$ cat src/tsp_pkg.sv
// constants for the time-slot serial port
package tsp_pkg;
  localparam int WORD_W = 16;
  localparam int FIFO_DEPTH = 16;
  localparam int SLOTS_PER_FRAME = 16;
  localparam int BITS_PER_FRAME = 256;
  localparam logic [7:0] BCLK_DIV_HALF = 8'h04;
  localparam logic [3:0] CTRL_SLOT_A = 4'h0;
  localparam logic [3:0] CTRL_SLOT_B = 4'h1;
  localparam logic [15:0] TX_IDLE_WORD = 16'h0000;
  localparam logic [7:0] FS_DIV_BITS = 8'hff;
endpackage

$ cat src/word_fifo.sv
// parameterised valid/ready word fifo
`timescale 1ns/1ps
module word_fifo #(
  parameter int WIDTH = 16,
  parameter int DEPTH = 16
) (
  input wire logic clk_in,
  input wire logic rst_in,
  input wire logic [WIDTH-1:0] wr_data_in,
  input wire logic wr_valid_in,
  output logic wr_ready_out,
  output logic [WIDTH-1:0] rd_data_out,
  output logic rd_valid_out,
  input wire logic rd_ready_in
);
  localparam int AW = $clog2(DEPTH);
  logic [WIDTH-1:0] mem [DEPTH];
  logic [AW:0] wr_ptr_r;
  logic [AW:0] rd_ptr_r;
  logic [AW:0] wr_ptr_nxt;
  logic [AW:0] rd_ptr_nxt;
  logic wr_ready_r;
  logic do_wr;
  logic do_rd;
  // registered ready keeps the write side free of a combinational path
  assign wr_ready_out = wr_ready_r;
  assign wr_ptr_nxt = wr_ptr_r + (AW+1)'(do_wr);
  assign rd_ptr_nxt = rd_ptr_r + (AW+1)'(do_rd);
  assign rd_valid_out = wr_ptr_r != rd_ptr_r;
  assign rd_data_out = mem[rd_ptr_r[AW-1:0]];
  assign do_wr = wr_valid_in && wr_ready_out;
  assign do_rd = rd_valid_out && rd_ready_in;
  always_ff @(posedge clk_in) begin
    if (do_wr) begin
      mem[wr_ptr_r[AW-1:0]] <= wr_data_in;
    end
  end
  always_ff @(posedge clk_in or posedge rst_in) begin
    if (rst_in) begin
      wr_ptr_r <= '0;
      rd_ptr_r <= '0;
      wr_ready_r <= 1'b1;
    end else begin
      wr_ready_r <= (wr_ptr_nxt - rd_ptr_nxt) != (AW+1)'(DEPTH);
      if (do_wr) begin
        wr_ptr_r <= wr_ptr_r + 1'b1;
      end
      if (do_rd) begin
        rd_ptr_r <= rd_ptr_r + 1'b1;
      end
    end
  end
endmodule

$ cat src/tsp_port.sv
// time-slot serial port of a dual-channel voice codec
//
// Functional notes
// - master drives bit clock at 256x frame rate
// - sample input on bit clock fall, own slots
// - channel 1 first slot, channel 2 second
// - launch output on bit clock rise
// - output released outside own slots
// - channel 1 sends first slot, channel 2 second
// - frame sync high starts frame, slot 0
// - frame sync sampled on bit clock rise
// - only master drives frame sync
// - two address pins pick slot pair, msb first
// - control select low: slots 0,1 carry control, except at address 0 where they carry channels 1 and 2
// - control select high: slots 0,1 ignored, except at address 0 where they carry channels 1 and 2
// - all timing from the master clock
`timescale 1ns/1ps
module tsp_port (
  input wire logic CLK_IN,
  input wire logic RST_IN,
  input wire logic MASTER_MODE_IN,
  input wire logic CTRL_SEL_IN,
  input wire logic SLOT_ADDR_MSB_IN,
  input wire logic SLOT_ADDR_LSB_IN,
  input wire logic BCLK_IN,
  output logic BCLK_OUT,
  output logic BCLK_OE_OUT,
  input wire logic FRAME_SYNC_IN,
  output logic FRAME_SYNC_OUT,
  output logic FRAME_SYNC_OE_OUT,
  input wire logic DIN_IN,
  output logic DOUT_OUT,
  output logic DOUT_OE_OUT,
  input wire logic [15:0] TX1_DATA_IN,
  input wire logic TX1_VALID_IN,
  output logic TX1_READY_OUT,
  input wire logic [15:0] TX2_DATA_IN,
  input wire logic TX2_VALID_IN,
  output logic TX2_READY_OUT,
  output logic [15:0] RX1_DATA_OUT,
  output logic RX1_VALID_OUT,
  output logic [15:0] RX2_DATA_OUT,
  output logic RX2_VALID_OUT,
  input wire logic RX_READY_IN,
  output logic [15:0] CTRL_DATA_OUT,
  output logic CTRL_VALID_OUT,
  output logic RX_OVERRUN_OUT
);
  localparam int W = tsp_pkg::WORD_W;

  function automatic logic [3:0] pair_slot(input logic [1:0] addr,
                                           input logic second);
    pair_slot = {1'b0, addr, second};
  endfunction

  // input synchronisers
  logic [1:0] bclk_s_r, fs_s_r, din_s_r, ms_s_r, cs_s_r, a1_s_r, a0_s_r;
  always_ff @(posedge CLK_IN or posedge RST_IN) begin
    if (RST_IN) begin
      bclk_s_r <= '0;
      fs_s_r <= '0;
      din_s_r <= '0;
      ms_s_r <= '0;
      cs_s_r <= '0;
      a1_s_r <= '0;
      a0_s_r <= '0;
    end else begin
      bclk_s_r <= {bclk_s_r[0], BCLK_IN};
      fs_s_r <= {fs_s_r[0], FRAME_SYNC_IN};
      din_s_r <= {din_s_r[0], DIN_IN};
      ms_s_r <= {ms_s_r[0], MASTER_MODE_IN};
      cs_s_r <= {cs_s_r[0], CTRL_SEL_IN};
      a1_s_r <= {a1_s_r[0], SLOT_ADDR_MSB_IN};
      a0_s_r <= {a0_s_r[0], SLOT_ADDR_LSB_IN};
    end
  end
  logic master;
  assign master = ms_s_r[1];

  // master bit clock and frame sync generator
  logic [7:0] div_r;
  logic gen_bclk_r;
  logic [7:0] gen_bit_r;
  logic gen_fs_r;
  always_ff @(posedge CLK_IN or posedge RST_IN) begin
    if (RST_IN) begin
      div_r <= '0;
      gen_bclk_r <= 1'b0;
      gen_bit_r <= '0;
      gen_fs_r <= 1'b0;
    end else if (!master) begin
      div_r <= '0;
      gen_bclk_r <= 1'b0;
      gen_bit_r <= '0;
      gen_fs_r <= 1'b0;
    end else if (div_r == tsp_pkg::BCLK_DIV_HALF - 8'h0_001) begin
      div_r <= '0;
      gen_bclk_r <= !gen_bclk_r;
      if (!gen_bclk_r) begin
        // change fs on falling edge so rising edge sees it stable
      end else begin
        gen_bit_r <= gen_bit_r + 8'h0_001;
        gen_fs_r <= (gen_bit_r == tsp_pkg::FS_DIV_BITS);
      end
    end else begin
      div_r <= div_r + 8'h0_001;
    end
  end

  // pin drivers: master drives both clocks, slave releases
  always_ff @(posedge CLK_IN or posedge RST_IN) begin
    if (RST_IN) begin
      BCLK_OUT <= 1'b0;
      BCLK_OE_OUT <= 1'b0;
      FRAME_SYNC_OUT <= 1'b0;
      FRAME_SYNC_OE_OUT <= 1'b0;
    end else begin
      BCLK_OUT <= gen_bclk_r;
      BCLK_OE_OUT <= master;
      FRAME_SYNC_OUT <= gen_fs_r;
      FRAME_SYNC_OE_OUT <= master;
    end
  end

  // edge detection on the bit clock seen at the pin
  logic bclk_d_r;
  always_ff @(posedge CLK_IN or posedge RST_IN) begin
    if (RST_IN) begin
      bclk_d_r <= 1'b0;
    end else begin
      bclk_d_r <= bclk_s_r[1];
    end
  end
  logic rise, fall;
  assign rise = bclk_s_r[1] && !bclk_d_r;
  assign fall = !bclk_s_r[1] && bclk_d_r;

  // frame position
  logic [7:0] bit_cnt_r;
  logic in_frame_r;
  always_ff @(posedge CLK_IN or posedge RST_IN) begin
    if (RST_IN) begin
      bit_cnt_r <= '0;
      in_frame_r <= 1'b0;
    end else if (rise) begin
      if (fs_s_r[1]) begin
        bit_cnt_r <= '0;
        in_frame_r <= 1'b1;
      end else if (in_frame_r) begin
        bit_cnt_r <= bit_cnt_r + 8'h0_001;
        if (bit_cnt_r == tsp_pkg::FS_DIV_BITS) begin
          in_frame_r <= 1'b0;
        end
      end
    end
  end
  logic [3:0] slot;
  logic [3:0] bit_idx;
  assign slot = bit_cnt_r[7:4];
  assign bit_idx = bit_cnt_r[3:0];

  logic [1:0] addr;
  assign addr = {a1_s_r[1], a0_s_r[1]};
  logic own1, own2, ctrl_slot;
  assign own1 = in_frame_r && slot == pair_slot(addr, 1'b0);
  assign own2 = in_frame_r && slot == pair_slot(addr, 1'b1);
  assign ctrl_slot = in_frame_r && !cs_s_r[1] &&
    (slot == tsp_pkg::CTRL_SLOT_A || slot == tsp_pkg::CTRL_SLOT_B);

  // transmit fifos
  logic [W-1:0] t1_data, t2_data;
  logic t1_valid, t2_valid, t1_pop, t2_pop;
  word_fifo #(.WIDTH(W), .DEPTH(tsp_pkg::FIFO_DEPTH)) u_tx1 (
    .clk_in(CLK_IN), .rst_in(RST_IN),
    .wr_data_in(TX1_DATA_IN), .wr_valid_in(TX1_VALID_IN),
    .wr_ready_out(TX1_READY_OUT),
    .rd_data_out(t1_data), .rd_valid_out(t1_valid), .rd_ready_in(t1_pop)
  );
  word_fifo #(.WIDTH(W), .DEPTH(tsp_pkg::FIFO_DEPTH)) u_tx2 (
    .clk_in(CLK_IN), .rst_in(RST_IN),
    .wr_data_in(TX2_DATA_IN), .wr_valid_in(TX2_VALID_IN),
    .wr_ready_out(TX2_READY_OUT),
    .rd_data_out(t2_data), .rd_valid_out(t2_valid), .rd_ready_in(t2_pop)
  );

  // shifter loads at slot start on rising edge, msb first
  logic [W-1:0] tx_sh_r;
  logic [7:0] nb;
  assign nb = fs_s_r[1] ? 8'h0_000 : bit_cnt_r + 8'h0_001;
  logic nown1, nown2, nvalid;
  assign nvalid = fs_s_r[1] ||
    (in_frame_r && bit_cnt_r != tsp_pkg::FS_DIV_BITS);
  assign nown1 = nvalid && nb[7:4] == pair_slot(addr, 1'b0);
  assign nown2 = nvalid && nb[7:4] == pair_slot(addr, 1'b1);
  assign t1_pop = rise && nown1 && nb[3:0] == 4'h0 && t1_valid;
  assign t2_pop = rise && nown2 && nb[3:0] == 4'h0 && t2_valid;
  always_ff @(posedge CLK_IN or posedge RST_IN) begin
    if (RST_IN) begin
      tx_sh_r <= '0;
      DOUT_OUT <= 1'b0;
      DOUT_OE_OUT <= 1'b0;
    end else if (rise) begin
      DOUT_OE_OUT <= nown1 || nown2;
      if ((nown1 || nown2) && nb[3:0] == 4'h0) begin
        if (nown1) begin
          DOUT_OUT <= t1_valid ? t1_data[W-1] : 1'b0;
          tx_sh_r <= {t1_valid ? t1_data[W-2:0] : 15'h0_000, 1'b0};
        end else begin
          DOUT_OUT <= t2_valid ? t2_data[W-1] : 1'b0;
          tx_sh_r <= {t2_valid ? t2_data[W-2:0] : 15'h0_000, 1'b0};
        end
      end else if (nown1 || nown2) begin
        DOUT_OUT <= tx_sh_r[W-1];
        tx_sh_r <= {tx_sh_r[W-2:0], 1'b0};
      end else begin
        DOUT_OUT <= 1'b0;
      end
    end
  end

  // receive on falling edge
  logic [W-1:0] rx_sh_r;
  logic [W-1:0] rx_word;
  assign rx_word = {rx_sh_r[W-2:0], din_s_r[1]};
  logic word_end;
  assign word_end = fall && bit_idx == 4'hf;
  always_ff @(posedge CLK_IN or posedge RST_IN) begin
    if (RST_IN) begin
      rx_sh_r <= '0;
    end else if (fall && (own1 || own2 || ctrl_slot)) begin
      rx_sh_r <= rx_word;
    end
  end

  // delivered words hold until taken or until the next word for the same output replaces them
  always_ff @(posedge CLK_IN or posedge RST_IN) begin
    if (RST_IN) begin
      RX1_DATA_OUT <= '0;
      RX1_VALID_OUT <= 1'b0;
      RX2_DATA_OUT <= '0;
      RX2_VALID_OUT <= 1'b0;
      CTRL_DATA_OUT <= '0;
      CTRL_VALID_OUT <= 1'b0;
      RX_OVERRUN_OUT <= 1'b0;
    end else begin
      if (RX_READY_IN) begin
        RX1_VALID_OUT <= 1'b0;
        RX2_VALID_OUT <= 1'b0;
        CTRL_VALID_OUT <= 1'b0;
      end
      if (word_end && own1) begin
        RX1_DATA_OUT <= rx_word;
        RX1_VALID_OUT <= 1'b1;
        RX_OVERRUN_OUT <= RX1_VALID_OUT && !RX_READY_IN;
      end
      if (word_end && own2) begin
        RX2_DATA_OUT <= rx_word;
        RX2_VALID_OUT <= 1'b1;
        RX_OVERRUN_OUT <= RX2_VALID_OUT && !RX_READY_IN;
      end
      if (word_end && ctrl_slot && !own1 && !own2) begin
        CTRL_DATA_OUT <= rx_word;
        CTRL_VALID_OUT <= 1'b1;
      end
    end
  end
endmodule

$ cat config.mk
export PLATFORM = sky130hd
export DESIGN_NAME = tsp_port
export DESIGN_NICKNAME = d
export VERILOG_FILES = /design/src/tsp_pkg.sv /design/src/word_fifo.sv /design/src/tsp_port.sv
export SDC_FILE = /design/constraint.sdc
export NUM_CORES = 1
export LEC_CHECK = 0
export BUFFER_PORTS_ARGS = -buffer_cell sky130_fd_sc_hd__buf_4
export CAP_MARGIN = 30
export CORE_AREA = 4 4 215 238
export DETAILED_ROUTE_END_ITERATION = 8
export DIE_AREA = 0 0 219 242
export PLACE_DENSITY_LB_ADDON = 0.25
export SLEW_MARGIN = 5
export SYNTH_ARGS = -nofsm -noshare
export SYNTH_HDL_FRONTEND = slang
export SYNTH_SLANG_ARGS = --single-unit
$ cat constraint.sdc
create_clock -name CLK_IN -period 4.7 [get_ports CLK_IN]
set_input_delay 0.705 -clock CLK_IN [delete_from_list [all_inputs] [get_ports CLK_IN]]
set_output_delay 0.705 -clock CLK_IN [all_outputs]
set_load 0.03 [all_outputs]
---- Word level (Yosys, flattened, before mapping) ----
Memory sizes are Yosys's and may differ from the RTL's.
Index checks and enable logic that the tools add are counted.
storage, ports and cells
  register bits after elaboration ......... 152
  memory bits (writable) .................. 512
  output and inout port bits .............. 60
  word-level logic and storage cells ...... 153
  memories kept ........................... 2
memory list
  memory     depth  bits a word  rd ports  clocked after memory_dff  write ports  line             RTL
  u_tx1.mem  16     16           1         0                         1            word_fifo.sv:17  logic [WIDTH-1:0] mem [DEPTH];
  u_tx2.mem  16     16           1         0                         1            word_fifo.sv:17
cells by class
  $add $sub $neg .......................... 13
  equal/unequal tests ..................... 16
  muxes and demuxes ....................... 36
  reductions and logical operators ........ 52
operator list
  cell                   count
  $mux W8                8
  $mux W16               3
  $mux W15               2
  $logic_and A1 B1 Y1    29
  $add A8 B1 Y8 const B  3
  $mux W1                23
  $add A5 B1 Y5          4
  $add A5 B1 Y5 const B  4
  $eq A4 B3 Y1           4
  $eq A8 B8 Y1 const B   2
  $reduce_bool A2 Y1     6
  $ne A5 B5 Y1           2
  $ne A5 B5 Y1 const B   2
  $sub A5 B5 Y5          2
  $eq A8 B2 Y1 const B   1
  $logic_not A4 Y1       2
  $ne A8 B8 Y1 const B   1
  $logic_not A1 Y1       7
  $reduce_and A2 Y1      3
  $logic_or A1 B1 Y1     5
  $eq A4 B1 Y1 const B   1
  $eq A4 B4 Y1 const B   1
  $ne A2 B1 Y1 const B   2

---- Depth between registers and ports, before layout ----
  word-level depth ........................ 11
  depth in mapped cells ................... 16
  depth with buffers taken out ............ 15

---- Hierarchy ----
A second synthesis with hierarchy kept.
second synthesis, totals
  cell total of the unflattened synthesis .. 1527
  area, all modules ....................... 26935.8 um2
by module, submodules not included
  module             times used  cells each  area an instance (um2)  sequential area each (um2)
  word_fifo (u_tx1)  1           522         10641.5                 7963.9
  word_fifo (u_tx2)  1           522         10640.2                 7963.9
  tsp_port           1           483         5654.2                  3228.1

---- Worst setup path before layout ----
No wires, ideal clock.
  kind .................................... register -> register
  from .................................... register bit_cnt_r[0]
  to ...................................... register u_tx2.wr_ready_r (netlist: u_tx2.wr_ready_out)
  library setup time ...................... 89 ps
  arrival time ............................ 3605 ps
  data required time ...................... 4611 ps
  path slack .............................. 1006 ps
  stages on the path, launching flop included .. 16
  path buffers ............................ 1
  period minus slack after synthesis ...... 3694 ps
  path through ............................ dfrtp_1 > ha_1 > and2_4 > nand4_4 > xor2_1 > a31o_1 > a31o_2 > buf_2 > nand3_1 > fa_1 > fa_1 > ha_1 > inv_1 > fa_1 > xor2_1 > nand4_1
between the ends
  longest elaborated chain between the ends .. 11
ends and longest elaborated chain
  what                                                line                              RTL
  start: declaration                                  tsp_port.sv:139                   logic [7:0] bit_cnt_r;
  start signal: assignment                            tsp_port.sv:150                   bit_cnt_r <= bit_cnt_r + 8'h0_001;
  $add A8 B1 Y8 or $ne A8 B8 Y1 (tied branches)       tsp_port.sv:189, tsp_port.sv:192
  $mux W8 or $logic_and A1 B1 Y1 (tied branches)      tsp_port.sv:189, tsp_port.sv:192
  $eq A4 B3 Y1 or $logic_or A1 B1 Y1 (tied branches)  tsp_port.sv:194, tsp_port.sv:191
  $logic_and A1 B1 Y1                                 tsp_port.sv:194                   assign nown2 = nvalid && nb[7:4] == pair_slot(addr, 1'b1);
  $logic_and A1 B1 Y1                                 tsp_port.sv:196                   assign t2_pop = rise && nown2 && nb[3:0] == 4'h0 && t2_valid;
  $logic_and A1 B1 Y1 * (2 in series)                 tsp_port.sv:196
  $logic_and A1 B1 Y1 *                               word_fifo.sv:32                   assign do_rd = rd_valid_out && rd_ready_in;
  $add A5 B1 Y5 *                                     word_fifo.sv:28                   assign rd_ptr_nxt = rd_ptr_r + (AW+1)'(do_rd);
  $sub A5 B5 Y5 *                                     word_fifo.sv:44                   wr_ready_r <= (wr_ptr_nxt - rd_ptr_nxt) != (AW+1)'(DEPTH);
  $ne A5 B5 Y1 *                                      word_fifo.sv:44
  end signal: assignment                              word_fifo.sv:44
  end: declaration                                    word_fifo.sv:22                   logic wr_ready_r;
Every way passes the cells marked *; elsewhere a longest branch is shown, timed or not.
A chain may end at the register's enable or synchronous reset.

---- Worst setup path in the final report ----
  from .................................... register bit_cnt_r[4]
  to ...................................... register u_tx2.wr_ready_r (netlist: u_tx2.wr_ready_out)
between the ends
  longest elaborated chain between the ends .. 11
ends and longest elaborated chain
  what                                                line
  $add A8 B1 Y8 or $ne A8 B8 Y1 (tied branches)       tsp_port.sv:189, tsp_port.sv:192
  $mux W8 or $logic_and A1 B1 Y1 (tied branches)      tsp_port.sv:189, tsp_port.sv:192
  $eq A4 B3 Y1 or $logic_or A1 B1 Y1 (tied branches)  tsp_port.sv:194, tsp_port.sv:191
  $logic_and A1 B1 Y1 *                               tsp_port.sv:194
  $logic_and A1 B1 Y1 * (3 in series)                 tsp_port.sv:196
  $logic_and A1 B1 Y1 *                               word_fifo.sv:32
  $add A5 B1 Y5 *                                     word_fifo.sv:28
  $sub A5 B5 Y5 *                                     word_fifo.sv:44
  $ne A5 B5 Y1 *                                      word_fifo.sv:44
Marked as above.

==> run summary <==
outcome = finished clean
Setup violations, final = 0
Clock Pin Slew Worst Setup and Hold Paths = 0.06 ns
via count = 13500
Synth Register Bits = 663
Die Outline Area = 53000 sq um
top cells by count, synth = 512 x edfxtp_1, 149 x dfrtp_1, 128 x mux4_2, 70 x nor2_1, 64 x mux2_2
Slew Limit Headroom = 34.5%
Post-synth EDFFs = 512
TritonCTS clock tree = built
Area growth syn-to-layout = 14.2%
Post-synth top flop = edfxtp_1
period utilization = 80.9%
static leakage = 10.9 nW
max-slew violations = 0
skew final = 0.0207 ns
H-tree depth = 2
share of the synthesized area in the top cell type = 58.1%
RSZ-0062 raised after global routing = false
Mapped Area = 26500 sq um
# Post-CTS Setup Buffers = 0
GPL Wtd Cong = 0.816
# IOs = 104
initial antenna violation count = 1
Iter 0 DRT Violations = 1077
power per cell area = 551 nW/um^2
Root Buffer = clkbuf_16
DRC viols = 0
most numerous cell in the Yosys netlist = edfxtp_1
Synth Net Count = 1506
latest clock arrival within the worst-skew pair = 0.64 ns
multi-input combinational cell area = 6900 sq um
DRT antenna net count = 0
die height = 242 microns
FFs w/ async S/R, synth = 22.8%
post-route core utilization = 62.1%
total grt overflow = 0
post_cts resized = 0
largest cells by area after synthesis = edfxtp_1 58%, dfrtp_1 14%, mux4_2 11%, mux2_2 2.7%, ha_1 1.3%
clk sinks = 663
critical path fanouts, max = 8
Hold Path Class = primary input to asynchronous set/reset pin
share of cells above drive strength 1 = 29.8%
peak supply drop = 0.398 mV
Site Rows = 85
first-pass GRT wire length = 85100 microns
Fillers = 3520
Setup crit end kind = flop
# diodes = 0
Setup TNS Final = 0 ns
final hold vios = 0
Worst-Margin Slew = 0.979 ns
register area = 19200 sq um
Longest Clk Path Bufs = 3
post-synthesis instance total = 1429
I/O Buffers = 103
number of global-route vias before repair = 13800
CP startpoint kind = flop
worst setup path category = flop to flop
layout net count = 1654
number of distinct library cells after synthesis = 56
WP data arrival = 4.34 ns
pin count of the biggest net entering global routing = 101
Req. time, crit path = 5.24 ns
# hold bufs at CTS = 0
Tot GR Track Use = 21.0%
DR WL/cell = 24.0 microns
Initial Util = 54.4%
Core Area = 48700 sq um
fmax = 263 MHz
Num CTS Buffers = 61
Final min period = 3.80 ns
DP Wirelength = 33200 microns
mean post-synth cell area = 18.5 sq um
sequential cell area fraction in the yosys report = 72.4%
R2R cell count = 12
die width = 219 microns
Routed WL = 54700 microns
Yosys top cell by area = edfxtp_1
Synth warnings = 0
vias per cell = 5.93
Max Cap Viol = 0
Pre-antenna DRT Iters = 5
-- logic make-up (layout without fill, tap and decap cells) --
kind of cell,Yosys count,in the layout,share of synthesized area (%)
flip-flops,663,663,72.4
AND/OR/NAND/NOR,227,227,4.22
multiplexers,213,213,14.4
AO/OA/AOI/OAI,133,133,3.80
buffers and inverters,110,307,1.84
XOR/XNOR,50,50,1.65
adder cells (fa/ha/maj),33,33,1.73
-- flip-flops by register name, summed over array words and instances (netlist names), 8 cells and up --
signal / cells
CTRL_DATA_OUT: 16
RX1_DATA_OUT: 16
RX2_DATA_OUT: 16
bit_cnt_r: 8
div_r: 8
gen_bit_r: 8
rx_sh_r: 15
tx_sh_r: 15
u_tx1.mem: 256
u_tx2.mem: 256
-- cell usage in the layout, fill, tap and decap left out, types with 16 or more instances in the layout --
cell and instances:
edfxtp_1 512, buf_4 152, dfrtp_1 144, mux4_2 128, mux2_2 64, clkbuf_16 61, nor2_1 60, nand2_1 55
a22oi_1 38, inv_1 34, xnor2_1 28, ha_1 27, and2_1 26, a21oi_1 25, xor2_1 22, nand3_1 20
mux2i_1 19, clkbuf_1 17, a211oi_1 16
-- routing by layer --
metal	track usage, %	part of all wire (%)	routed length (microns)	vias to the layer above
li1	-	-	-	5898
met1	29.1	40	22100	7076
met2	35.0	51	28100	429
met3	3.71	6.1	3320	94
met4	5.43	2.3	1240	2
met5	0	0.024	13	-
-- critical path, stage by stage, from the launching register on --
cell and delay, ns:
dfrtp_1 0.57, nand2_1 0.20, or3_4 0.46, mux2i_1 0.28, a31o_2 0.22, nand3_1 0.10, fa_1 0.47, fa_1 0.51
ha_1 0.16, inv_1 0.06, fa_1 0.43, xor2_1 0.15, nand4_1 0.11
-- where the power goes --
part / total (W) / internal (W) / switching (W)
combinational: 0.00437 / 0.00199 / 0.00239
clock: 0.00484 / 0.00272 / 0.00211
sequential: 0.00744 / 0.00697 / 0.000464
total: 0.0166 / 0.0117 / 0.00497
-- path summary, 6_finish.rpt --
kind                                  start            endpoint  slack (ns)
setup reg to reg               bit_cnt_r[4]  u_tx2.wr_ready_out        0.90
hold / removal                       RST_IN      FRAME_SYNC_OUT        0.04
hold reg to reg                   ms_s_r[0]           ms_s_r[1]        0.34
min in group CLK_IN        SLOT_ADDR_LSB_IN           a0_s_r[0]        0.19
max in group asynchronous            RST_IN   u_tx1.rd_ptr_r[0]        3.80
setup / recovery               bit_cnt_r[4]  u_tx2.wr_ready_out        0.90
-- layout make-up --
cell class | instances | area share, %
repair buffers | 160 | 4.18
clock inverters | 31 | 1.07
inverters | 35 | 0.447
multi-input cells | 656 | 22.8
well taps | 652 | 2.70
clock buffers | 81 | 5.40
flip-flops and latches | 663 | 63.4
-- per-stage QoR --
| stage | hold WS (ns) | total power (W) | std cells | instance area, sq um | setup slack, ns |
|---|---|---|---|---|---|
| floorplan | 0.331 | 0.0106 | 1429 | 26500 | 1.01 |
| global placement | 0.332 | 0.0118 | 2157 | 28200 | 0.967 |
| detailed placement | 0.337 | 0.0120 | 2163 | 28300 | 0.940 |
| CTS | 0.0172 | 0.0168 | 2275 | 30200 | 0.920 |
| global route | 0.0363 | 0.0175 | 2278 | 30200 | 0.654 |
| finish | 0.0438 | 0.0166 | 2278 | 30200 | 0.899 |
(Power assumes the default switching activity.)
